### src/verilog/asc_pkg.sv
// Package for the scan trigger and interrupt enable block.
// Assumes AXI4-Lite with 32-bit data and byte addresses.
package asc_pkg;
  localparam int unsigned ADDR_W = 8;
  localparam int unsigned DATA_W = 32;
  localparam int unsigned RES_W  = 16;

  // Register byte offsets
  localparam logic [7:0] OFS_CTRL   = 8'h00;
  localparam logic [7:0] OFS_STATUS = 8'h04;
  localparam logic [7:0] OFS_MASK   = 8'h08;
  localparam logic [7:0] OFS_LOWLIM = 8'h0c;
  localparam logic [7:0] OFS_HIGLIM = 8'h10;
  localparam logic [7:0] OFS_ZCCFG  = 8'h14;
  localparam logic [7:0] OFS_OFFSET = 8'h18;

  // Control register fields
  localparam int unsigned BIT_HALT  = 14;
  localparam int unsigned BIT_START = 13;
  localparam int unsigned BIT_SYNC  = 12;
  localparam int unsigned BIT_EOSIE = 11;
  localparam int unsigned BIT_ZERO_CROSS_IRQ_ENABLE  = 10;
  localparam int unsigned BIT_LLIE  = 9;
  localparam int unsigned BIT_HLIE  = 8;
  localparam logic [15:0] CTRL_RESET    = 16'h5005;
  localparam logic [15:0] CTRL_WR_MASK  = 16'h5f07;
  localparam logic [15:0] CTRL_RD_MASK  = 16'h5f07;

  // Status and mask fields
  localparam int unsigned ST_DONE = 0;
  localparam int unsigned ST_ZC   = 1;
  localparam int unsigned ST_LOW  = 2;
  localparam int unsigned ST_HIGH = 3;
  localparam int unsigned ST_BUSY = 8;
  localparam int unsigned ST_ARMD = 9;
  localparam int unsigned NUM_EV  = 4;

  // Scan modes, low three bits of control
  localparam logic [2:0] MODE_ONCE_SEQ = 3'h0;
  localparam logic [2:0] MODE_ONCE_PAR = 3'h1;
  localparam logic [2:0] MODE_LOOP_SEQ = 3'h2;
  localparam logic [2:0] MODE_LOOP_PAR = 3'h3;

  // Zero crossing configurations
  localparam logic [1:0] ZC_OFF    = 2'h0;
  localparam logic [1:0] ZC_POSNEG = 2'h1;
  localparam logic [1:0] ZC_NEGPOS = 2'h2;
  localparam logic [1:0] ZC_ANY    = 2'h3;

  localparam logic [1:0] RESP_OKAY   = 2'h0;
  localparam logic [1:0] RESP_SLVERR = 2'h2;
endpackage : asc_pkg

### src/verilog/asc_scan_ctrl.sv
// Scan start, trigger arming and scan event interrupts of a dual ADC.
// Assumes one clock, synchronous inputs and an AXI4-Lite master.
//
// Functional notes
// - With sync enable set, a trigger rising edge starts a scan too.
// - With sync enable clear, only a software start command starts scans.
// - Trigger edges arriving during a running scan are ignored.
// - Once modes honour one trigger edge until sync enable is rewritten.
// - Writing sync enable to one re-arms at any time, even mid-scan.
// - End-of-scan enable lets a finished scan raise its interrupt.
// - Loop modes raise end-of-scan after every iteration.
// - Zero-cross enable flags sign changes per zero-cross configuration.
// - Low-limit enable flags results below the low limit.
// - High-limit enable flags results above the high limit.
// - Limits compare the raw result before offset subtraction.
// - Start command is write-only; repeats ignored until scan ends.
// - Halt stops the scan and blocks triggers and start commands.
//
// Register access over AXI4-Lite and the register addresses were decided locally.
`timescale 1ns/1ns
module asc_scan_ctrl
  import asc_pkg::*;
(
  input  wire logic              core_clk,
  input  wire logic              reset,
  input  wire logic [ADDR_W-1:0] s_axi_awaddr,
  input  wire logic              s_axi_awvalid,
  output logic                   s_axi_awready,
  input  wire logic [DATA_W-1:0] s_axi_wdata,
  input  wire logic [3:0]        s_axi_wstrb,
  input  wire logic              s_axi_wvalid,
  output logic                   s_axi_wready,
  output logic [1:0]             s_axi_bresp,
  output logic                   s_axi_bvalid,
  input  wire logic              s_axi_bready,
  input  wire logic [ADDR_W-1:0] s_axi_araddr,
  input  wire logic              s_axi_arvalid,
  output logic                   s_axi_arready,
  output logic [DATA_W-1:0]      s_axi_rdata,
  output logic [1:0]             s_axi_rresp,
  output logic                   s_axi_rvalid,
  input  wire logic              s_axi_rready,
  input  wire logic              syncTrigger,
  input  wire logic              iterDone,
  input  wire logic              resultValid,
  input  wire logic [RES_W-1:0]  resultData,
  output logic                   scanStart,
  output logic                   scanBusy,
  output logic                   scanHaltOut,
  output logic                   corrValid,
  output logic [RES_W-1:0]       corrData,
  output logic                   irq
);

  function automatic logic [15:0] mergeLow(input logic [15:0] old,
      input logic [31:0] data, input logic [3:0] strb);
    mergeLow = old;
    if (strb[0]) mergeLow[7:0] = data[7:0];
    if (strb[1]) mergeLow[15:8] = data[15:8];
  endfunction : mergeLow

  function automatic logic isOnce(input logic [2:0] mode);
    isOnce = (mode == MODE_ONCE_SEQ) || (mode == MODE_ONCE_PAR);
  endfunction : isOnce

  function automatic logic isLoop(input logic [2:0] mode);
    isLoop = (mode == MODE_LOOP_SEQ) || (mode == MODE_LOOP_PAR);
  endfunction : isLoop

  function automatic logic isMapped(input logic [ADDR_W-1:0] a);
    isMapped = (a == OFS_CTRL) || (a == OFS_STATUS) || (a == OFS_MASK) ||
               (a == OFS_LOWLIM) || (a == OFS_HIGLIM) ||
               (a == OFS_ZCCFG) || (a == OFS_OFFSET);
  endfunction : isMapped

  logic [15:0]       ctrl;
  logic [NUM_EV-1:0] status;
  logic [NUM_EV-1:0] mask;
  logic [15:0]       lowLimit;
  logic [15:0]       highLimit;
  logic [1:0]        zcCfg;
  logic [15:0]       offset;
  logic              trigArmed;
  logic              trigPrev;
  logic              prevSign;
  logic              signSeen;
  logic              awHeld;
  logic              wHeld;
  logic [ADDR_W-1:0] awAddr;
  logic [31:0]       wData;
  logic [3:0]        wStrb;

  ////////////////////////////////////////////////////////////////////////
  // AXI4-Lite write path

  logic        doWrite;
  logic        wrCtrl;
  logic [15:0] next_ctrl;

  assign doWrite   = awHeld && wHeld && !s_axi_bvalid;
  assign wrCtrl    = doWrite && (awAddr == OFS_CTRL);
  assign next_ctrl = mergeLow(ctrl, wData, wStrb);

  always_ff @(posedge core_clk or posedge reset) begin
    if (reset) begin
      awHeld        <= 1'b0;
      awAddr        <= '0;
      s_axi_awready <= 1'b0;
    end else if (s_axi_awvalid && s_axi_awready) begin
      awHeld        <= 1'b1;
      awAddr        <= s_axi_awaddr;
      s_axi_awready <= 1'b0;
    end else if (doWrite) begin
      awHeld <= 1'b0;
    end else if (!awHeld) begin
      s_axi_awready <= 1'b1;
    end
  end

  always_ff @(posedge core_clk or posedge reset) begin
    if (reset) begin
      wHeld        <= 1'b0;
      wData        <= '0;
      wStrb        <= '0;
      s_axi_wready <= 1'b0;
    end else if (s_axi_wvalid && s_axi_wready) begin
      wHeld        <= 1'b1;
      wData        <= s_axi_wdata;
      wStrb        <= s_axi_wstrb;
      s_axi_wready <= 1'b0;
    end else if (doWrite) begin
      wHeld <= 1'b0;
    end else if (!wHeld) begin
      s_axi_wready <= 1'b1;
    end
  end

  always_ff @(posedge core_clk or posedge reset) begin
    if (reset) begin
      s_axi_bvalid <= 1'b0;
      s_axi_bresp  <= RESP_OKAY;
    end else if (doWrite) begin
      s_axi_bvalid <= 1'b1;
      s_axi_bresp  <= isMapped(awAddr) ? RESP_OKAY : RESP_SLVERR;
    end else if (s_axi_bready) begin
      s_axi_bvalid <= 1'b0;
    end
  end

  ////////////////////////////////////////////////////////////////////////
  // Configuration registers

  logic [15:0] maskMerged;
  logic [15:0] zcMerged;

  assign maskMerged = mergeLow({12'h000, mask}, wData, wStrb);
  assign zcMerged   = mergeLow({14'h0000, zcCfg}, wData, wStrb);

  always_ff @(posedge core_clk or posedge reset) begin
    if (reset) begin
      ctrl <= CTRL_RESET;
    end else if (wrCtrl) begin
      // Start command bit is never stored
      ctrl <= next_ctrl & CTRL_WR_MASK;
    end
  end

  always_ff @(posedge core_clk or posedge reset) begin
    if (reset) begin
      mask      <= '0;
      lowLimit  <= '0;
      highLimit <= '0;
      zcCfg     <= ZC_OFF;
      offset    <= '0;
    end else if (doWrite) begin
      unique case (awAddr)
        OFS_MASK:   mask <= maskMerged[NUM_EV-1:0];
        OFS_LOWLIM: lowLimit <= mergeLow(lowLimit, wData, wStrb);
        OFS_HIGLIM: highLimit <= mergeLow(highLimit, wData, wStrb);
        OFS_ZCCFG:  zcCfg <= zcMerged[1:0];
        OFS_OFFSET: offset <= mergeLow(offset, wData, wStrb);
        default: ;
      endcase
    end
  end

  ////////////////////////////////////////////////////////////////////////
  // Scan start and trigger arming

  logic syncEnable;
  logic scanHalt;
  logic trigEdge;
  logic trigStart;
  logic swStart;
  logic startAccept;
  logic rearm;

  assign syncEnable = ctrl[BIT_SYNC];
  assign scanHalt   = ctrl[BIT_HALT];
  assign trigEdge   = syncTrigger && !trigPrev;
  // Edges only count while enabled, armed, idle and not halted
  assign trigStart  = syncEnable && trigArmed && trigEdge &&
                      !scanBusy && !scanHalt;
  assign swStart    = wrCtrl && wStrb[1] && wData[BIT_START] &&
                      !scanBusy && !scanHalt &&
                      !next_ctrl[BIT_HALT];
  assign startAccept = trigStart || swStart;
  assign rearm      = wrCtrl && wStrb[1] && wData[BIT_SYNC];

  always_ff @(posedge core_clk or posedge reset) begin
    if (reset) begin
      trigPrev <= 1'b0;
    end else begin
      trigPrev <= syncTrigger;
    end
  end

  always_ff @(posedge core_clk or posedge reset) begin
    if (reset) begin
      trigArmed <= 1'b1;
    end else if (rearm) begin
      trigArmed <= 1'b1;
    end else if (trigStart && isOnce(ctrl[2:0])) begin
      trigArmed <= 1'b0;
    end
  end

  always_ff @(posedge core_clk or posedge reset) begin
    if (reset) begin
      scanStart   <= 1'b0;
      scanBusy    <= 1'b0;
      scanHaltOut <= 1'b1;
    end else begin
      scanStart   <= startAccept;
      scanHaltOut <= scanHalt;
      if (scanHalt) begin
        scanBusy <= 1'b0;
      end else if (startAccept) begin
        scanBusy <= 1'b1;
      end else if (iterDone && !isLoop(ctrl[2:0])) begin
        scanBusy <= 1'b0;
      end
    end
  end

  ////////////////////////////////////////////////////////////////////////
  // Result checks and sticky status

  logic              zcEvent;
  logic [NUM_EV-1:0] events;
  logic [NUM_EV-1:0] clearBits;

  always_comb begin
    zcEvent = 1'b0;
    if (resultValid && signSeen) begin
      unique case (zcCfg)
        ZC_OFF:    zcEvent = 1'b0;
        ZC_POSNEG: zcEvent = !prevSign && resultData[RES_W-1];
        ZC_NEGPOS: zcEvent = prevSign && !resultData[RES_W-1];
        ZC_ANY:    zcEvent = prevSign != resultData[RES_W-1];
      endcase
    end
  end

  // Limits see the raw result, not the offset-corrected one
  assign events[ST_DONE] = iterDone && scanBusy && ctrl[BIT_EOSIE];
  assign events[ST_ZC]   = zcEvent && ctrl[BIT_ZERO_CROSS_IRQ_ENABLE];
  assign events[ST_LOW]  = resultValid && ctrl[BIT_LLIE] &&
                           (resultData < lowLimit);
  assign events[ST_HIGH] = resultValid && ctrl[BIT_HLIE] &&
                           (resultData > highLimit);
  assign clearBits = (doWrite && (awAddr == OFS_STATUS) && wStrb[0]) ?
                     wData[NUM_EV-1:0] : '0;

  always_ff @(posedge core_clk or posedge reset) begin
    if (reset) begin
      prevSign <= 1'b0;
      signSeen <= 1'b0;
    end else if (resultValid) begin
      prevSign <= resultData[RES_W-1];
      signSeen <= 1'b1;
    end
  end

  always_ff @(posedge core_clk or posedge reset) begin
    if (reset) begin
      status <= '0;
    end else begin
      // A new event wins over a clear in the same cycle
      status <= (status & ~clearBits) | events;
    end
  end

  always_ff @(posedge core_clk or posedge reset) begin
    if (reset) begin
      irq <= 1'b0;
    end else begin
      irq <= |(((status & ~clearBits) | events) & mask);
    end
  end

  always_ff @(posedge core_clk or posedge reset) begin
    if (reset) begin
      corrValid <= 1'b0;
      corrData  <= '0;
    end else begin
      corrValid <= resultValid;
      if (resultValid) begin
        corrData <= resultData - offset;
      end
    end
  end

  ////////////////////////////////////////////////////////////////////////
  // AXI4-Lite read path

  logic [31:0] rdMux;

  always_comb begin
    rdMux = '0;
    unique case (s_axi_araddr)
      OFS_CTRL:   rdMux[15:0] = ctrl & CTRL_RD_MASK;
      OFS_STATUS: begin
        rdMux[NUM_EV-1:0] = status;
        rdMux[ST_BUSY]    = scanBusy;
        rdMux[ST_ARMD]    = trigArmed;
      end
      OFS_MASK:   rdMux[NUM_EV-1:0] = mask;
      OFS_LOWLIM: rdMux[15:0] = lowLimit;
      OFS_HIGLIM: rdMux[15:0] = highLimit;
      OFS_ZCCFG:  rdMux[1:0] = zcCfg;
      OFS_OFFSET: rdMux[15:0] = offset;
      default:    rdMux = '0;
    endcase
  end

  always_ff @(posedge core_clk or posedge reset) begin
    if (reset) begin
      s_axi_arready <= 1'b0;
      s_axi_rvalid  <= 1'b0;
      s_axi_rdata   <= '0;
      s_axi_rresp   <= RESP_OKAY;
    end else if (s_axi_arvalid && s_axi_arready) begin
      s_axi_arready <= 1'b0;
      s_axi_rvalid  <= 1'b1;
      s_axi_rdata   <= rdMux;
      s_axi_rresp   <= isMapped(s_axi_araddr) ? RESP_OKAY : RESP_SLVERR;
    end else if (s_axi_rvalid) begin
      if (s_axi_rready) begin
        s_axi_rvalid <= 1'b0;
      end
    end else begin
      s_axi_arready <= 1'b1;
    end
  end
endmodule : asc_scan_ctrl

### config.mk
export PLATFORM = sky130hd
export DESIGN_NAME = asc_scan_ctrl
export DESIGN_NICKNAME = d
export VERILOG_FILES = /design/src/verilog/asc_pkg.sv /design/src/verilog/asc_scan_ctrl.sv
export SDC_FILE = /design/constraint.sdc
export NUM_CORES = 1
export LEC_CHECK = 0
export BUFFER_PORTS_ARGS = -buffer_cell sky130_fd_sc_hd__buf_2
export CORE_UTILIZATION = 50
export CTS_CLUSTER_SIZE = 40
export DETAILED_ROUTE_END_ITERATION = 6
export HOLD_SLACK_MARGIN = 0.06
export PLACE_DENSITY = 0.73
export RECOVER_POWER = 25
export SLEW_MARGIN = 10
export SYNTH_ARGS = -nofsm -noshare
export SYNTH_HDL_FRONTEND = slang
export SYNTH_SLANG_ARGS = --single-unit
### constraint.sdc
create_clock -name core_clk -period 6 [get_ports core_clk]
set_input_delay 1.8 -clock core_clk [delete_from_list [all_inputs] [get_ports core_clk]]
set_output_delay 1.8 -clock core_clk [all_outputs]
set_load 0.01 [all_outputs]
==> results.ini <==
[outcome]
status = finished with violations
failed_checks = DRC, capacitance limit

[global_routing]
grt_pass1_vias = 5441
grtUsageTotal_pct = 23.5
grt_pass1_wl_mm = 28.4
grt.overflow.total = 0
antenna_found_initial = 1
grt_max_degree = 60

[synth]
synth_area_mm2 = 0.00757
synthDistinctLibCells = 63
synthCells = 741
yosysTopAreaCell = dfrtp_1
ys_ff_latch = 143
ys.flop_type = dfrtp_1
async_flop_share_pct = 100
avgSynthCellArea_um2 = 10.2
synth_area_leaders = dfrtp_1, mux2_2, ha_1
yosysWarnings = 0
synth_edf_count = 0
synth_top_cell_area_share_pct = 45.3
yosysSeqAreaShare_pct = 47.4

[route]
wirelength_mm = 17.7
detail_route.wl_per_cell_um = 17.0
ant_nets = 0
first_iter_violations = 499
via_per_inst = 5.69
vias = 5927
route.detailed.drc = 20
drtPass1Iterations = 7

[place]
hpwl_mm = 13.3
place.gp.congestion = 0.902
post-place-ws_ns = 2.07
port_buffers = 103

[layout]
nNetsFinal = 971
synthToLayoutAreaGrowth_pct = 16.1
drive_above_1_share_pct = 24.2
final_util_pct = 60.0
n_antenna_cell = 0
final_common_cell = dfrtp_1
final_cell_mix = dfrtp_1, buf_2, nand2_1, o21ai_0, inv_1

[timing]
relSlewSlack_pct = 0.166
maxSlewViolCount = 0
worst_pin_slew_ns = 1.50
final_hold_viol_count = 0
final.setup.worst_slack_ns = 2.01
fin_crit_ns = 3.99
setup_viol = 0
fin_tns_setup_ns = 0
fmax_mhz = 251
finClkSkew_ns = 0.00927
finalHoldWorstSlack_ns = 0.458
rsz0062_at_grt = no
fin_crit_sh_pct = 66.5

[cts]
cts_sinks = 143
clockRootBuffer = clkbuf_16
clk_pin_slew_ns = 0.06
cts_resized = 0
cts.path.max_buffers = 2
post_cts_buffers = 0
clk_latency_ns = 0.43
cts_tree = done
cts_hold_buf = 0
htreeDepth = 4
cts_made_buffers = 17

[die]
dieWidth_um = 125
dieArea_mm2 = 0.0156
core_mm2 = 0.0146
initial_core_util_pct = 51.7
die_h_um = 125
io_pins = 140
rows = 44

[setup_path]
end_kind = flop
worst_path_largest_cell_delay_ns = 1.06
cp-start-kind = input port
crit_chain = clkbuf_1 -> inv_1 -> or4_1 -> nand3_1
cp_top_family = buffers and inverters
worst-path-buf-inv = 2
arrival_ns = 4.35
worstSetupPathType = in2reg
critPathRequiredTime_ns = 6.36
cpMaxStageDelayCell = clkbuf_1
critPathMaxFanout = 29

[power]
cellPowerDensity_mw_per_mm2 = 353
p_leak_uw = 0.00397
ir_drop_mv = 0.234

[flow_run]
drv_cap = 1

[hold_path]
hp-class = reg2reg

report_power, final:
part / switching (µW) / total (µW) / internal (µW)
registers: 210 / 1380 / 1170
clock network: 421 / 1100 / 674
logic: 328 / 630 / 302
total: 960 / 3100 / 2140
cells in the mapped netlist, types with 3 or more instances:
cell type / n
a211oi_1: 4
a21o_1: 5
a21oi_1: 29
a221oi_1: 9
a222oi_1: 6
a22oi_1: 6
a31oi_1: 5
buf_4: 19
clkbuf_1: 16
dfrtp_1: 137
dfstp_2: 6
ha_1: 48
inv_1: 64
mux2_2: 59
mux2i_1: 8
mux4_2: 3
nand2_1: 93
nand2b_1: 4
nand3_1: 14
nand4_1: 11
nand4b_1: 4
nor2_1: 28
nor2b_1: 10
nor3_1: 9
o21a_1: 6
o21ai_0: 68
o21ai_1: 8
o21bai_1: 3
o22ai_1: 3
o311ai_0: 4
o31ai_1: 5
or4_1: 4
xnor2_1: 3
layer usage:
metal	up-vias	global-route usage (%)	share of wire, %
li1	2838	-	-
met1	2839	33.1	47
met5	-	0	0.045
met4	2	9.40	2.3
met2	213	35.2	44
met3	35	5.61	6.6
worst paths after layout:
check | from | to | slack (ns) | cells after the start
min | ctrl[14] | scanHaltOut | 0.46 | 0
min in group asynchronous | reset | wData[1] | 1.64 | 2
max | resultValid | corrData[11] | 2.01 | 4
min reg2reg | ctrl[14] | scanHaltOut | 0.46 | 0
max in group asynchronous | reset | s_axi_rdata[14] | 3.06 | 3
max reg2reg | s_axi_bvalid | irq | 3.25 | 6
stage by stage:
step	total power (µW)	instances	cell area (µm²)
global placement	2000	1009	8180
global route	3260	1041	8780
floorplan	1790	758	7630
finish	3100	1041	8780
CTS	3120	1041	8800
detailed placement	2020	1009	8180
registers in the layout, summed over array words and instances, names as in the netlist, 4 cells and up:
register	count
awAddr	8
corrData	16
ctrl	9
highLimit	16
lowLimit	16
mask	4
offset	16
s_axi_rdata	16
status	4
wData	16
layout make-up:
type	count	area, µm²
Fill cell	1250	5860
Clock buffer	19	443
Inverter	64	241
Timing Repair Buffer	107	534
Clock inverter	13	175
Sequential cell	143	3590
Tap cell	184	230
Multi-Input combinational cell	511	3570
worst register-to-register path: stages, from the launching register on:
cell and delay, ns:
dfrtp_1 0.41, nand3b_1 0.25, nor4bb_1 0.88, nand3_1 0.21, a32o_1 0.27, a221o_1 0.31, a211o_1 0.28
cell families after synthesis:
group                    Yosys count  share of synthesized area (%)
flip-flops                       143                           47.4
buffers and inverters            104                           6.23
adder cells (fa/ha/maj)           49                           8.20
multiplexers                      70                           10.7
AND/OR/NAND/NOR                  191                           11.9
other                              1                         0.0495
AO/OA/AOI/OAI                    178                           14.9
XOR/XNOR                           5                          0.579
(Power assumes the default switching activity.)
